==> src/hdl/slr_pkg.sv <==
// Package: register map, field layout, reset values and carriers
package slr_pkg;

	// Printed offsets are register indices; byte address is index times four
	localparam logic [11:0] SLR_IDX_LINK_EN = 12'h200;
	localparam logic [11:0] SLR_IDX_MODE = 12'h201;
	localparam logic [11:0] SLR_IDX_KM1 = 12'h202;
	localparam logic [11:0] SLR_IDX_SYNC = 12'h203;
	localparam logic [11:0] SLR_IDX_CTRL = 12'h204;
	localparam logic [11:0] SLR_IDX_STAT = 12'h20f;
	localparam int SLR_ADDR_W = 14;
	localparam int SLR_REG_W = 8;

	localparam logic [7:0] SLR_RST_LINK_EN = 8'h01;
	localparam logic [7:0] SLR_RST_MODE = 8'h02;
	localparam logic [7:0] SLR_RST_KM1 = 8'h1f;
	localparam logic [7:0] SLR_RST_SYNC = 8'h01;
	localparam logic [7:0] SLR_RST_CTRL = 8'h02;

	localparam int SLR_EN_BIT = 0;
	localparam int SLR_SYNCN_BIT = 0;
	localparam int SLR_SCR_BIT = 0;
	localparam int SLR_FMT_BIT = 1;
	localparam int SLR_SEL_LO = 2;
	localparam int SLR_SEL_HI = 3;
	localparam int SLR_FLD5_HI = 4;

	localparam logic [1:0] SLR_SEL_SE_PIN = 2'h0;
	localparam logic [1:0] SLR_SEL_DIFF = 2'h1;
	localparam logic [1:0] SLR_SEL_NONE = 2'h2;

	// Link configuration as applied to the link logic
	typedef struct packed {
		logic [4:0] output_mode_select;
		logic [4:0] frames_per_multiframe_minus_one;
		logic sample_format_select;
		logic scrambler_enable;
	} slr_cfg_s;

	// Link control outputs
	typedef struct packed {
		logic link_rst_n;
		logic serializer_pd;
		logic link_clk_en;
		logic lmfc_rst_n;
		logic sync_request;
	} slr_ctl_s;

endpackage : slr_pkg

==> src/hdl/slr_sync3.sv <==
// Three-stage input synchroniser with agreement filter
`timescale 1ns/1ps
module slr_sync3
	import slr_pkg::*;
#(
	parameter logic RST_VAL = 1'b1
) (
	input wire logic core_clk,
	input wire logic nrst,
	input wire logic din,
	output logic dout
);
	logic s1_q;
	logic s2_q;
	logic s3_q;

	always_ff @(posedge core_clk or negedge nrst) begin
		if (!nrst) begin
			s1_q <= RST_VAL;
			s2_q <= RST_VAL;
			s3_q <= RST_VAL;
		end else begin
			s1_q <= din;
			s2_q <= s1_q;
			s3_q <= s2_q;
		end
	end

	// Change counts once second and third stage agree
	always_ff @(posedge core_clk or negedge nrst) begin
		if (!nrst) begin
			dout <= RST_VAL;
		end else if (s2_q == s3_q) begin
			dout <= s3_q;
		end
	end
endmodule : slr_sync3

==> src/hdl/slr_lmfc.sv <==
// Local multiframe counter, realigned by the frame sync pulse
`timescale 1ns/1ps
module slr_lmfc
	import slr_pkg::*;
#(
	parameter int K_W = 5
) (
	input wire logic core_clk,
	input wire logic nrst,
	input wire logic run,
	input wire logic align,
	input wire logic [K_W-1:0] km1,
	output logic [K_W-1:0] count,
	output logic boundary
);
	always_ff @(posedge core_clk or negedge nrst) begin
		if (!nrst) begin
			count <= '0;
			boundary <= 1'b0;
		end else if (!run) begin
			count <= '0;
			boundary <= 1'b0;
		end else if (align || count == km1) begin
			count <= '0;
			boundary <= 1'b1;
		end else begin
			count <= count + K_W'(1);
			boundary <= 1'b0;
		end
	end
endmodule : slr_lmfc

==> src/hdl/slr_regs.sv <==
// Serial link control register bank with APB slave
//
// The APB register port was chosen for this implementation.
`timescale 1ns/1ps
module slr_regs
	import slr_pkg::*;
#(
	parameter int K_W = 5
) (
	input wire logic core_clk,
	input wire logic nrst,
	input wire logic psel,
	input wire logic penable,
	input wire logic pwrite,
	input wire logic [SLR_ADDR_W-1:0] paddr,
	input wire logic [31:0] pwdata,
	input wire logic [3:0] pstrb,
	output logic [31:0] prdata,
	output logic pready,
	output logic pslverr,
	input wire logic single_ended_sync_pin_n,
	input wire logic timestamp_diff_input_n,
	input wire logic sysref,
	input wire logic calibration_enable,
	output slr_cfg_s link_cfg,
	output slr_ctl_s link_ctl,
	output logic [K_W-1:0] lmfc_count,
	output logic lmfc_boundary
);
	// Field width is fixed by the register layout
	if (K_W != 5) begin : g_bad_k_w
		$error("K_W must be 5 to match the register field");
	end

	////////////////////////////////////////////////////////////////////////
	// Register storage
	logic [7:0] en_q;
	logic [7:0] mode_q;
	logic [7:0] km1_q;
	logic [7:0] syncn_q;
	logic [7:0] ctrl_q;
	logic link_on;
	logic se_sync_n;
	logic diff_sync_n;
	logic sync_req_d;
	logic sysref_s;
	logic sysref_prev_q;
	logic sysref_rise;
	logic [K_W-1:0] cnt_w;
	logic bnd_w;
	logic [7:0] rd_word;
	logic [4:0] mode_cfg_q;
	logic [4:0] km1_cfg_q;
	logic fmt_cfg_q;
	logic scr_cfg_q;
	logic link_rst_n_q;
	logic serializer_pd_q;
	logic link_clk_en_q;
	logic lmfc_rst_n_q;
	logic sync_request_q;

	// Decode of byte address to register index
	function automatic logic hit(input logic [SLR_ADDR_W-1:0] a,
			input logic [11:0] idx);
		return (a[1:0] == 2'h0) && (a[SLR_ADDR_W-1:2] == idx);
	endfunction : hit

	function automatic logic mapped(input logic [SLR_ADDR_W-1:0] a);
		return hit(a, SLR_IDX_LINK_EN) || hit(a, SLR_IDX_MODE) ||
			hit(a, SLR_IDX_KM1) || hit(a, SLR_IDX_SYNC) ||
			hit(a, SLR_IDX_CTRL) || hit(a, SLR_IDX_STAT);
	endfunction : mapped

	logic wr_acc;
	logic rd_acc;
	assign wr_acc = psel && penable && pwrite && pstrb[0];
	assign rd_acc = psel && !penable && !pwrite;

	assign link_on = en_q[SLR_EN_BIT];

	////////////////////////////////////////////////////////////////////////
	// Register writes; reserved bits kept as written
	always_ff @(posedge core_clk or negedge nrst) begin
		if (!nrst) begin
			en_q <= SLR_RST_LINK_EN;
		end else if (wr_acc && hit(paddr, SLR_IDX_LINK_EN)) begin
			en_q <= pwdata[7:0];
		end
	end

	always_ff @(posedge core_clk or negedge nrst) begin
		if (!nrst) begin
			mode_q <= SLR_RST_MODE;
		end else if (wr_acc && hit(paddr, SLR_IDX_MODE)) begin
			mode_q <= pwdata[7:0];
		end
	end

	always_ff @(posedge core_clk or negedge nrst) begin
		if (!nrst) begin
			km1_q <= SLR_RST_KM1;
		end else if (wr_acc && hit(paddr, SLR_IDX_KM1)) begin
			km1_q <= pwdata[7:0];
		end
	end

	always_ff @(posedge core_clk or negedge nrst) begin
		if (!nrst) begin
			syncn_q <= SLR_RST_SYNC;
		end else if (wr_acc && hit(paddr, SLR_IDX_SYNC)) begin
			syncn_q <= pwdata[7:0];
		end
	end

	always_ff @(posedge core_clk or negedge nrst) begin
		if (!nrst) begin
			ctrl_q <= SLR_RST_CTRL;
		end else if (wr_acc && hit(paddr, SLR_IDX_CTRL)) begin
			ctrl_q <= pwdata[7:0];
		end
	end

	////////////////////////////////////////////////////////////////////////
	// APB answer: no wait state, read data captured in setup
	always_ff @(posedge core_clk or negedge nrst) begin
		if (!nrst) begin
			pready <= 1'b0;
		end else begin
			pready <= psel && !penable;
		end
	end

	always_ff @(posedge core_clk or negedge nrst) begin
		if (!nrst) begin
			pslverr <= 1'b0;
		end else begin
			pslverr <= psel && !penable && !mapped(paddr);
		end
	end

	always_comb begin
		rd_word = 8'h00;
		if (hit(paddr, SLR_IDX_LINK_EN)) begin
			rd_word = en_q;
		end
		if (hit(paddr, SLR_IDX_MODE)) begin
			rd_word = mode_q;
		end
		if (hit(paddr, SLR_IDX_KM1)) begin
			rd_word = km1_q;
		end
		if (hit(paddr, SLR_IDX_SYNC)) begin
			rd_word = syncn_q;
		end
		if (hit(paddr, SLR_IDX_CTRL)) begin
			rd_word = ctrl_q;
		end
		if (hit(paddr, SLR_IDX_STAT)) begin
			rd_word = {3'h0, link_ctl};
		end
	end

	always_ff @(posedge core_clk or negedge nrst) begin
		if (!nrst) begin
			prdata <= 32'h0;
		end else if (rd_acc) begin
			prdata <= {24'h0, rd_word};
		end
	end

	////////////////////////////////////////////////////////////////////////
	// Sync inputs and source select
	slr_sync3 #(.RST_VAL(1'b1)) u_se_sync (
		.core_clk(core_clk),
		.nrst(nrst),
		.din(single_ended_sync_pin_n),
		.dout(se_sync_n)
	);

	slr_sync3 #(.RST_VAL(1'b1)) u_diff_sync (
		.core_clk(core_clk),
		.nrst(nrst),
		.din(timestamp_diff_input_n),
		.dout(diff_sync_n)
	);

	slr_sync3 #(.RST_VAL(1'b0)) u_sysref_sync (
		.core_clk(core_clk),
		.nrst(nrst),
		.din(sysref),
		.dout(sysref_s)
	);

	always_comb begin
		sync_req_d = !syncn_q[SLR_SYNCN_BIT];
		unique case (ctrl_q[SLR_SEL_HI:SLR_SEL_LO])
			SLR_SEL_SE_PIN: sync_req_d = sync_req_d || !se_sync_n;
			SLR_SEL_DIFF: sync_req_d = sync_req_d || !diff_sync_n;
			default: sync_req_d = sync_req_d;
		endcase
	end

	////////////////////////////////////////////////////////////////////////
	// Multiframe counter; cleared to zero while link off, sysref ignored then
	always_ff @(posedge core_clk or negedge nrst) begin
		if (!nrst) begin
			sysref_prev_q <= 1'b0;
		end else begin
			sysref_prev_q <= sysref_s;
		end
	end

	assign sysref_rise = sysref_s && !sysref_prev_q && link_on;

	slr_lmfc #(.K_W(K_W)) u_lmfc (
		.core_clk(core_clk),
		.nrst(nrst),
		.run(link_on),
		.align(sysref_rise),
		.km1(link_cfg.frames_per_multiframe_minus_one),
		.count(cnt_w),
		.boundary(bnd_w)
	);

	always_ff @(posedge core_clk or negedge nrst) begin
		if (!nrst) begin
			lmfc_count <= '0;
		end else begin
			lmfc_count <= cnt_w;
		end
	end

	always_ff @(posedge core_clk or negedge nrst) begin
		if (!nrst) begin
			lmfc_boundary <= 1'b0;
		end else begin
			lmfc_boundary <= bnd_w;
		end
	end

	////////////////////////////////////////////////////////////////////////
	// Applied config: frozen while running, loaded while link off
	always_ff @(posedge core_clk or negedge nrst) begin
		if (!nrst) begin
			mode_cfg_q <= SLR_RST_MODE[SLR_FLD5_HI:0];
		end else if (!link_on) begin
			mode_cfg_q <= mode_q[SLR_FLD5_HI:0];
		end
	end

	always_ff @(posedge core_clk or negedge nrst) begin
		if (!nrst) begin
			km1_cfg_q <= SLR_RST_KM1[SLR_FLD5_HI:0];
		end else if (!link_on) begin
			km1_cfg_q <= km1_q[SLR_FLD5_HI:0];
		end
	end

	always_ff @(posedge core_clk or negedge nrst) begin
		if (!nrst) begin
			fmt_cfg_q <= SLR_RST_CTRL[SLR_FMT_BIT];
		end else if (!link_on) begin
			fmt_cfg_q <= ctrl_q[SLR_FMT_BIT];
		end
	end

	always_ff @(posedge core_clk or negedge nrst) begin
		if (!nrst) begin
			scr_cfg_q <= SLR_RST_CTRL[SLR_SCR_BIT];
		end else if (!link_on) begin
			scr_cfg_q <= ctrl_q[SLR_SCR_BIT];
		end
	end

	assign link_cfg = {mode_cfg_q, km1_cfg_q, fmt_cfg_q,
		scr_cfg_q};

	////////////////////////////////////////////////////////////////////////
	// Link control outputs
	always_ff @(posedge core_clk or negedge nrst) begin
		if (!nrst) begin
			link_rst_n_q <= 1'b0;
		end else begin
			link_rst_n_q <= link_on;
		end
	end

	always_ff @(posedge core_clk or negedge nrst) begin
		if (!nrst) begin
			serializer_pd_q <= 1'b1;
		end else begin
			serializer_pd_q <= !link_on;
		end
	end

	always_ff @(posedge core_clk or negedge nrst) begin
		if (!nrst) begin
			link_clk_en_q <= 1'b0;
		end else begin
			link_clk_en_q <= link_on;
		end
	end

	always_ff @(posedge core_clk or negedge nrst) begin
		if (!nrst) begin
			lmfc_rst_n_q <= 1'b0;
		end else begin
			lmfc_rst_n_q <= link_on;
		end
	end

	always_ff @(posedge core_clk or negedge nrst) begin
		if (!nrst) begin
			sync_request_q <= 1'b0;
		end else begin
			sync_request_q <= sync_req_d;
		end
	end

	assign link_ctl = {link_rst_n_q, serializer_pd_q, link_clk_en_q,
		lmfc_rst_n_q, sync_request_q};

endmodule : slr_regs

==> config.mk <==
export PLATFORM = sky130hd
export DESIGN_NAME = slr_regs
export DESIGN_NICKNAME = d
export VERILOG_FILES = /design/src/hdl/slr_pkg.sv /design/src/hdl/slr_sync3.sv /design/src/hdl/slr_lmfc.sv /design/src/hdl/slr_regs.sv
export SDC_FILE = /design/constraint.sdc
export NUM_CORES = 1
export LEC_CHECK = 0
export CAP_MARGIN = 25
export CORE_MARGIN = 2
export CORE_UTILIZATION = 50
export DETAILED_ROUTE_END_ITERATION = 6
export DONT_BUFFER_PORTS = 1
export PLACE_DENSITY = 0.72
export SLEW_MARGIN = 10
export SYNTH_ARGS = -nofsm -noshare
export SYNTH_HDL_FRONTEND = slang
export SYNTH_SLANG_ARGS = --single-unit
==> constraint.sdc <==
create_clock -name core_clk -period 2.8 [get_ports core_clk]
set_input_delay 0.7 -clock core_clk [delete_from_list [all_inputs] [get_ports core_clk]]
set_output_delay 0.7 -clock core_clk [all_outputs]
set_load 0.05 [all_outputs]
* After elaboration in Yosys (flattened, before gate mapping) *
Cells that the tools add are included.

storage, ports and cells
  flip-flop bits (word level) = 90
  bits of input ports = 59
  output and inout bits = 57
  logic and storage cells = 92

operators by class
  add/sub/neg operators = 1
  equality and inequality tests = 11
  mux-type cells = 11
  reduce and logical (&&, ||, !) cells = 37

operator list
  cell                                              number
  == test 12 x 10 -> 1 bit (second input constant)  6
  2-to-1 mux 8 bit                                  6
  logical AND 1 bit                                 19
  2-to-1 mux 5 bit                                  2
  logical NOT 1 bit                                 8
  logical OR 1 bit                                  8
  adder 5 x 1 -> 5 bit (second input constant)      1
  == test 5 bit                                     1
  logical NOT 2 bit                                 2
  == test 1 bit                                     3
  == test 2 x 1 -> 1 bit (second input constant)    1
  2-to-1 mux 1 bit                                  2
  case mux 1 bit (2 select lines)                   1

* Longest topological paths before layout *
Gate-level depths: netlist of run 1.

  word-level depth = 9
  depth in mapped cells = 7
  mapped depth without buffers = 6

* Cells and area by module *
Synthesis of run 1 repeated with hierarchy kept, for this count alone.

unflattened totals
  cells, all modules = 277
  area total of the unflattened synthesis = 3986.3 sq um

modules (own cells, without submodules)
  module                       times used  cells each  area each (sq um)  seq. area each (sq um)
  slr_regs                     1           234         3323.2             1823.0
  slr_lmfc                     1           28          319.1              150.1
  slr_sync3 (u_diff_sync ...)  2           5           116.4              105.1
  slr_sync3 (u_sysref_sync)    1           5           111.4              100.1

* Least setup slack after synthesis of run 1 *
No wires, ideal clock.

  path kind = input-to-reg
  from = input paddr[1]
  to = register ctrl_q[0]
  setup time = 125 ps
  data arrival time = 2375 ps
  data required time = 2675 ps
  path slack = 300 ps
  stages on the path = 5
  path buffers = 1
  path through = or3b_1 -> or4_1 -> clkbuf_1 -> nor3_4 -> mux2_2

on the way
  cells in the longest elaborated chain, start to end = 3

RTL lines
  element               RTL line         source
  from (decl)           slr_regs.sv:15   input wire logic [SLR_ADDR_W-1:0] paddr,
  logical NOT 2 bit     slr_regs.sv:65   return (a[1:0] == 2'h0) && (a[SLR_ADDR_W-1:2] == idx);
  logical AND 1 bit     slr_regs.sv:65
  logical AND 1 bit     slr_regs.sv:118  end else if (wr_acc && hit(paddr, SLR_IDX_CTRL)) begin
  to (signal assigned)  slr_regs.sv:119  ctrl_q <= pwdata[7:0];
  to (decl)             slr_regs.sv:41   logic [7:0] ctrl_q;

Every way passes these cells.
A chain may end at the register's enable or synchronous reset.

* Final worst setup path of run 1 *
  from = input paddr[5]
  to = register en_q[6]

on the way
  cells in the longest elaborated chain, start to end = 3

RTL lines
  element                   RTL line        source
  == test 12 x 10 -> 1 bit  slr_regs.sv:65
  logical AND 1 bit         slr_regs.sv:65
  logical AND 1 bit         slr_regs.sv:86  end else if (wr_acc && hit(paddr, SLR_IDX_LINK_EN)) begin
  to (signal assigned)      slr_regs.sv:87  en_q <= pwdata[7:0];
  to (decl)                 slr_regs.sv:37  logic [7:0] en_q;

Every way passes these cells.

==> impl_metrics.py, run 1 <==
metrics = {
    "clock_network": {
        "cts.htree.levels": 3,
        "insertion_delay_ps": 350,
        "clkSinkCount": 90,
        "cts_setup_buffers": 0,
        "cts_resized": 0,
        "clockBufferDepth": 2,
        "cts_tree": "yes",
        "cts_made_buffers": 9,
        "clk_pin_slew_ps": 90,
        "cts-root-buf": "clkbuf_8",
        "hold_buffers": 0,
    },
    "finish": {
        "areaGrowthSynthToFinish_pct": 5.279,
        "drive_gt1_share_pct": 34.89,
        "insertedDiodeCount": 0,
        "fin_nets": 376,
    },
    "drt": {
        "drt_wl_total_um": 7546,
        "via_per_inst": 5.506,
        "wl_per_cell_um": 17.84,
        "post-route-drc-count": 0,
        "dr_total_vias": 2329,
        "drtIter0Drc": 121,
        "drtPass1Iterations": 4,
        "ant_nets": 0,
    },
    "placement": {
        "dp_hpwl_um": 5165,
        "globalplace.congestion": 0.8151,
        "port-buffer-count": 0,
    },
    "die": {
        "start_util_pct": 52.21,
        "fp.dieH_um": 94.29,
        "core_area_mm2": 0.007807,
        "io_pins": 116,
        "die_w_um": 94.29,
        "rows": 32,
        "die_area_mm2": 0.008891,
    },
    "logic_synthesis": {
        "avgSynthCellArea_um2": 12.98,
        "synth_seq_cells": 90,
        "yosysUniqueCellTypes": 46,
        "yosys_warnings": 0,
        "synthCells": 314,
        "ys_seq_area_share_pct": 56.02,
        "synthArstFlopShare_pct": 100.0,
        "ys.flop_type": "dfrtp_1",
        "netlist_area_mm2": 0.004076,
        "synth-edff-count": 0,
    },
    "timing": {
        "hold_violations": 0,
        "fmax_mhz": 443.0,
        "finalMaxSlewViolations": 0,
        "relSlewSlack_pct": 65.44,
        "rsz0062_at_grt": "false",
        "fin_hold_ws_ps": 36.25,
        "tns_ps": 0,
        "period_needed_ps": 2257,
        "worst_pin_slew_ps": 518.5,
        "finalSetupViolations": 0,
        "fin_skew_ps": 13.26,
        "period_share_pct": 80.62,
    },
    "global_route": {
        "grt_pass1_vias": 2363,
        "antenna_found_initial": 0,
        "track_usage_pct": 18.29,
        "grt_pass1_wl_um": 12280,
        "grt_max_degree": 91,
        "grt-ovfl-total": 0,
    },
    "setup_path": {
        "worstPathRequired_ps": 3040,
        "slowest_delay_ps": 590,
        "crit_type": "in -> reg",
        "worstPathArrival_ps": 2500,
        "cp-start-kind": "input port",
        "path_cells": "or4_1 -> nor3_2 -> nand2_2 -> or3_1 -> buf_4 -> mux2_4",
        "crit_fanout": 8,
        "critPathTopFamily": "simple AND/OR/NAND/NOR gates",
        "endpoint_kind": "flop",
        "slowest_stage": "or4_1",
        "worst-path-buf-inv": 1,
    },
    "power_and_ir_drop": {
        "max-vdd-ir-drop_uv": 236.4,
        "leakagePower_nw": 1.968,
        "powerDensity_mw_per_mm2": 542.4,
    },
    "run_status": {
        "outcome": "completed",
    },
    "min_path": {
        "holdCritPathClass": "in -> async",
    },
    "run": {
        "drv_cap": 0,
    },
}
-- layout make-up --
cell class                      instances  area, um2
Clock inverter                          4      51.30
Multi-Input combinational cell        197       1567
Timing Repair Buffer                   10      87.58
Tap cell                              102      127.6
Clock buffer                           12      145.1
Fill cell                             664       3516
Inverter                                8      30.03
Sequential cell                        90       2283
-- cells in the mapped netlist (4+ instances only) --
| cell | number | area, um2 |
|---|---|---|
| nand2_1 | 11 | 41.29 |
| or3_1 | 4 | 25.02 |
| xor2_1 | 5 | 43.79 |
| mux2_4 | 8 | 120.1 |
| o21ai_0 | 12 | 60.06 |
| a21oi_1 | 8 | 40.04 |
| dfrtp_1 | 65 | 1627 |
| inv_1 | 8 | 30.03 |
| mux2_2 | 45 | 506.7 |
| dfstp_2 | 25 | 656.9 |
| mux2i_1 | 7 | 70.07 |
| nand3_1 | 6 | 30.03 |
| buf_4 | 31 | 232.7 |
| nor2_1 | 11 | 41.29 |
| clkbuf_1 | 7 | 26.28 |
| or4_1 | 8 | 60.06 |
| nand3b_1 | 7 | 52.55 |
-- per-layer routing --
layer	track usage, %	wire length [um]	up-vias
li1	-	-	1065
met1	24.52	3412	1174
met2	27.98	3518	83
met3	6.421	539	7
met4	5.797	76	0
met5	0	0	-
-- worst reg2reg max path, cell delays in order, from the launching register on --
cell,delay [ps]
dfstp_2,800
mux4_2,320
a21oi_1,70
or4_1,410
nand3_1,90
-- path summary, 6_finish.rpt --
check	startpoint	end	slack (ps)	depth (start not counted)
worst max-delay path	paddr[5]	en_q[6]	540	6
worst min-delay path	nrst	en_q[2]	40	0
worst max register to register	en_q[0]	prdata[0]	1060	4
worst min register to register	u_sysref_sync.s1_q	u_sysref_sync.s2_q	350	0
max in group asynchronous	nrst	km1_q[3]	2540	0
min in group core_clk	single_ended_sync_pin_n	u_se_sync.s1_q	340	0
-- sequential cells by signal, summed over array words and instances (netlist names), 5 cells and up --
signal	flops
ctrl_q	8
prdata	8
en_q	8
syncn_q	8
mode_cfg_q	5
u_lmfc.count	5
lmfc_count	5
km1_q	8
mode_q	8
km1_cfg_q	5
-- power breakdown --
group | switching [mW] | leakage [nW] | internal (mW)
clock network | 0.443 | 0.0966 | 0.438
logic | 0.0832 | 0.724 | 0.0185
registers | 0.0224 | 1.15 | 1.32
total | 0.549 | 1.97 | 1.78
-- cells in the final DEF, fill, tap and decap left out, types with 4 or more instances in the layout --
master	n
dfrtp_1	65
buf_4	9
nand3_1	6
a21oi_1	8
dfstp_2	25
o21ai_0	12
inv_1	8
mux2i_1	7
or3_1	4
nand2_1	11
conb_1	24
clkbuf_8	10
or4_1	8
nor2_1	11
mux2_4	8
mux2_2	45
xor2_1	5
nand3b_1	7
-- kinds of logic (layout without fill, tap and decap cells) --
family                     count (synthesis)  count (layout)  synth area share [%]
AOI/OAI and AO/OA                         35              35                 5.402
xor gates and xnor gates                   8               8                 1.719
adders and majority gates                  4               4                 1.044
buffers and inverters                     50              34                 7.673
DFF                                       90              90                 56.02
muxes                                     61              61                 17.65
other                                      1              24               0.09199
and+or+nand+nor                           65              65                 10.41
-- stage by stage --
stage	worst slack (ps)	utilization [%]	cell area [um2]	instances	power [mW]
after floorplan	300.3	-	4163	337	1.496
after detailed placement	164.8	52.45	4095	407	1.470
final	542.8	54.97	4292	423	2.328
after CTS	546.2	54.97	4292	423	2.354
after global placement	165.6	52.45	4095	407	1.468
after global routing	482.2	54.97	4292	423	2.415
(Power assumes the default switching activity.)
==> inputs of run 2 (changes only) <==
==> constraint.sdc (replaced) <==
create_clock -name core_clk -period 2.2 [get_ports core_clk]
set_input_delay 0.55 -clock core_clk [delete_from_list [all_inputs] [get_ports core_clk]]
set_output_delay 0.55 -clock core_clk [all_outputs]
set_load 0.05 [all_outputs]
==> impl_metrics.py, run 2 (synthesis gave the netlist of run 1 again) <==
metrics = {
    "run_status": {
        "outcome": "completed",
    },
    "power_and_ir_drop": {
        "p_total_mw": 2.885,
        "max-vdd-ir-drop_uv": 300.1,
        "powerDensity_mw_per_mm2": 647.0,
        "p_int_mw": 2.130,
        "clkPwrFrac_pct": 34.7,
        "switching_share_pct": 26.18,
        "p_comb_share_pct": 6.0,
        "seqPwrFrac_pct": 59.3,
        "p_switching_mw": 0.7552,
        "leakagePower_nw": 2.043,
    },
    "global_route": {
        "grt_pass1_vias": 2408,
        "grt-ovfl-total": 0,
        "track_usage_pct": 19.04,
        "grt_pass1_wl_um": 12630,
        "antenna_found_initial": 0,
        "grt_max_degree": 66,
    },
    "setup_path": {
        "critPathTopFamily": "simple AND/OR/NAND/NOR gates",
        "crit_fanout": 6,
        "worstPathArrival_ps": 2310,
        "worstPathRequired_ps": 2450,
        "path_cells": "or4_4 -> nor3_4 -> nand2_2 -> or3_1 -> buf_4 -> mux2_4",
        "worst-path-buf-inv": 1,
        "cp-start-kind": "input port",
        "timing.rr.start": "km1_cfg_q[4]",
        "reg2reg_depth": 5,
        "r2r_slack_ps": 580,
        "endpoint_kind": "flop",
        "slowest_delay_ps": 550,
        "crit_type": "in -> reg",
        "reg2reg_to": "u_lmfc.count[4]",
        "slowest_stage": "or4_4",
    },
    "drt": {
        "drt_wl_total_um": 7863,
        "wl_per_cell_um": 18.16,
        "dr_total_vias": 2400,
        "via_per_inst": 5.543,
        "post-route-drc-count": 0,
        "drtIter0Drc": 122,
        "ant_nets": 0,
        "drtPass1Iterations": 4,
    },
    "die": {
        "rows": 32,
        "die_w_um": 94.29,
        "core_area_mm2": 0.007807,
        "start_util_pct": 52.21,
        "io_pins": 116,
        "die_area_mm2": 0.008891,
        "fp.dieH_um": 94.29,
    },
    "run": {
        "drv_cap": 0,
    },
    "finish": {
        "areaGrowthSynthToFinish_pct": 9.392,
        "final_util_pct": 57.12,
        "drive_gt1_share_pct": 37.46,
        "final_common_cell": "dfrtp_1",
        "final_cell_mix": "dfrtp_1, mux2_2, dfstp_2",
        "fin_nets": 386,
        "insertedDiodeCount": 0,
    },
    "clock_network": {
        "cts_made_buffers": 9,
        "clk_pin_slew_ps": 80,
        "cts.htree.levels": 3,
        "insertion_delay_ps": 370,
        "clkSinkCount": 90,
        "cts_resized": 0,
        "cts-root-buf": "clkbuf_8",
        "cts_tree": "yes",
        "clockBufferDepth": 2,
    },
    "min_path": {
        "holdCritPathClass": "in -> async",
    },
    "timing": {
        "relSlewSlack_pct": 41.62,
        "fin_hold_ws_ps": 27.15,
        "finalMaxSlewViolations": 0,
        "period_share_pct": 93.98,
        "worst_pin_slew_ps": 872.8,
        "fin_skew_ps": 10.94,
        "rsz0062_at_grt": "false",
        "finalSetupViolations": 0,
        "fmax_mhz": 483.7,
        "hold_violations": 0,
        "period_needed_ps": 2067,
    },
    "placement": {
        "globalplace.congestion": 0.8560,
        "port-buffer-count": 0,
        "dp_hpwl_um": 5324,
    },
}
run 2: timing repair:
action                                 in CTS  in global routing
endpoints found under the hold margin      65                 19
setup endpoints to repair                   0                  0
setup buffers                               0                  0
hold buffers                                1                  2
run 2: metal layers:
metal / GRT usage, % / wire (um) / vias to the layer above
met4: 7.367 / 188 / 0
li1: - / - / 1089
met5: 0.6410 / 0 / -
met3: 6.501 / 659 / 19
met1: 26.29 / 3469 / 1198
met2: 27.62 / 3546 / 94
run 2: through the flow:
stage,cell area (um2),setup TNS (ps),setup slack [ps],instances
floorplan,4235,-2767,-113.0,337
global placement,4242,-3499,-227.9,414
detailed placement,4242,-3987,-232.2,414
CTS,4439,0,135.8,431
global route,4459,0,89.71,433
finish,4459,0,132.5,433
run 2: worst max-delay path by stage:
stage,cells past startpoint,to,from
3_3_place_gp,6,en_q[5],paddr[13]
5_1_grt,6,en_q[7],paddr[5]
3_5_place_dp,6,en_q[1],paddr[5]
2_1_floorplan,5,ctrl_q[0],paddr[1]
6_report,6,en_q[7],paddr[5]
4_1_cts,6,en_q[7],paddr[5]
run 2: final cells by class:
type | count | area [um2]
Tap cell | 102 | 127.6
Sequential cell | 90 | 2283
Fill cell | 644 | 3348
Inverter | 8 | 30.03
Multi-Input combinational cell | 197 | 1635
Clock inverter | 6 | 42.54
Clock buffer | 10 | 127.6
Timing Repair Buffer | 20 | 212.7
run 2: power by group through the flow:
stage / Sequential (mW) / Combinational, mW / Clock, mW
6_report: 1.71 / 0.173 / 1.00
5_1_grt: 1.71 / 0.187 / 1.11
4_1_cts: 1.71 / 0.164 / 1.03
3_5_place_dp: 1.74 / 0.134 / 0
3_3_place_gp: 1.74 / 0.133 / 0
2_1_floorplan: 1.74 / 0.169 / 0
==> inputs of run 3 (changes only) <==
--- a/config.mk
+++ b/config.mk
@@ -6,11 +6,13 @@
 export NUM_CORES = 1
 export LEC_CHECK = 0
 export CAP_MARGIN = 25
+export CELL_PAD_IN_SITES_DETAIL_PLACEMENT = 1
+export CELL_PAD_IN_SITES_GLOBAL_PLACEMENT = 1
 export CORE_MARGIN = 2
 export CORE_UTILIZATION = 50
 export DETAILED_ROUTE_END_ITERATION = 6
 export DONT_BUFFER_PORTS = 1
-export PLACE_DENSITY = 0.72
+export PLACE_DENSITY = 0.86
 export SLEW_MARGIN = 10
 export SYNTH_ARGS = -nofsm -noshare
 export SYNTH_HDL_FRONTEND = slang
==> impl_metrics.py, run 3 (synthesis gave the netlist of run 1 again) <==
metrics = {
    "setup_path": {
        "cp-start-kind": "input port",
        "crit_fanout": 6,
        "reg2reg_depth": 5,
        "reg2reg_to": "u_lmfc.count[3]",
        "slowest_stage": "or4_4",
        "timing.rr.start": "km1_cfg_q[4]",
        "worstPathRequired_ps": 2450,
        "slowest_delay_ps": 550,
        "crit_type": "in -> reg",
        "endpoint_kind": "flop",
        "cpMostUsedCell": "buf_4",
        "r2r_slack_ps": 580,
        "path_cells": "or4_4 -> nor3_4 -> nand2_2 -> buf_4 -> nor3b_4 -> buf_4 -> mux2_4",
        "worstPathArrival_ps": 2370,
    },
    "power_and_ir_drop": {
        "powerDensity_mw_per_mm2": 664.4,
        "clkPwrFrac_pct": 36.8,
        "p_int_mw": 2.161,
        "p_comb_share_pct": 5.7,
        "leakagePower_nw": 2.079,
        "p_total_mw": 2.979,
        "switching_share_pct": 27.47,
        "seqPwrFrac_pct": 57.5,
        "max-vdd-ir-drop_uv": 374.5,
        "p_switching_mw": 0.8184,
    },
    "timing": {
        "fin_skew_ps": 13.98,
        "relSlewSlack_pct": 63.66,
        "hold_violations": 0,
        "tns_ps": 0,
        "finalSetupViolations": 0,
        "fin_hold_ws_ps": 13.94,
        "fmax_mhz": 472.6,
        "period_share_pct": 96.19,
        "fin_ws_ps": 83.87,
        "period_needed_ps": 2116,
        "finalMaxSlewViolations": 0,
        "rsz0062_at_grt": "false",
        "worst_pin_slew_ps": 545.1,
    },
    "finish": {
        "fin_nets": 392,
        "final_cell_mix": "dfrtp_1, mux2_2, dfstp_2",
        "insertedDiodeCount": 0,
        "num-fill-cells": 779,
        "areaGrowthSynthToFinish_pct": 10.01,
        "final_common_cell": "dfrtp_1",
        "final_cell_area_mm2": 0.004484,
        "drive_gt1_share_pct": 39.17,
    },
    "global_route": {
        "grt-ovfl-total": 0,
        "grt_pass1_wl_um": 15030,
        "antenna_found_initial": 0,
        "grt_max_degree": 69,
        "track_usage_pct": 22.91,
        "grt_pass1_vias": 2811,
    },
    "min_path": {
        "holdCritPathClass": "in -> async",
    },
    "clock_network": {
        "cts_setup_buffers": 0,
        "insertion_delay_ps": 370,
        "cts.htree.levels": 3,
        "clkSinkCount": 90,
        "cts_made_buffers": 9,
        "cts_tree": "yes",
        "clockBufferDepth": 2,
        "cts-root-buf": "clkbuf_8",
        "clk_pin_slew_ps": 100,
    },
    "die": {
        "rows": 32,
        "die_w_um": 94.29,
        "io_pins": 116,
        "die_area_mm2": 0.008891,
        "core_area_mm2": 0.007807,
        "start_util_pct": 52.21,
        "fp.dieH_um": 94.29,
    },
    "drt": {
        "drtPass1Iterations": 4,
        "wl_per_cell_um": 21.43,
        "drtIter0Drc": 110,
        "drt_wl_total_um": 9406,
        "post-route-drc-count": 0,
        "ant_nets": 0,
        "via_per_inst": 5.749,
        "dr_total_vias": 2524,
    },
    "placement": {
        "port-buffer-count": 0,
        "placed_area_mm2": 0.004257,
        "dp_hpwl_um": 6216,
        "globalplace.congestion": 0.8575,
        "post-place-ws_ps": -270.9,
    },
    "run_status": {
        "outcome": "completed",
    },
    "run": {
        "drv_cap": 0,
    },
}
[run 3: layer usage]
layer	vias to the layer above	track usage, %	share of wire [%]
met5	-	0	0
met4	0	11.47	2.8
met3	22	4.334	6.5
met2	102	37.44	49
met1	1308	29.14	42
li1	1092	-	-
[run 3: critical path, delay by kind of cell]
family                 cells  cell delay [ps]
muxes                      1              310
buffers and inverters      2              390
and+or+nand+nor            4             1110
[run 3: worst max-delay path by stage]
stage                endpoint  depth (start not counted)  slack (ps)      start
detailed placement   km1_q[6]                          7        -270   paddr[5]
global placement     km1_q[6]                          7        -220  paddr[13]
global route         km1_q[6]                          7          50   paddr[5]
CTS                  km1_q[6]                          7         100   paddr[5]
floorplan           ctrl_q[0]                          5        -110   paddr[1]
finish               km1_q[6]                          7          80   paddr[5]
[run 3: cell type report]
type,count,area (um2),area share (%)
multi-input combinational,197,1635,36.47
clock buffer,9,123.9,2.762
sequential,90,2283,50.92
tap,102,127.6,2.846
inverter,8,30.03,0.6696
clock inverter,7,66.31,1.479
timing repair buffer,26,217.7,4.855
[run 3: what timing repair did]
action / 4_1_cts / 5_1_grt
resized for setup: 0 / 0
hold buffers: 1 / 1
hold endpoints to repair: 68 / 1
[run 3: through the flow]
stage / utilization, % / cells
finish: 57.44 / 439
global placement: 54.52 / 421
CTS: 57.31 / 438
global route: 57.44 / 439
detailed placement: 54.52 / 421
floorplan: - / 337
[run 3: power groups by stage]
| stage | registers, mW | clock network (mW) | logic, mW |
|---|---|---|---|
| after global routing | 1.72 | 1.19 | 0.182 |
| after floorplan | 1.74 | 0 | 0.169 |
| after CTS | 1.71 | 1.13 | 0.170 |
| after detailed placement | 1.74 | 0 | 0.138 |
| final | 1.71 | 1.10 | 0.171 |
| after global placement | 1.74 | 0 | 0.135 |
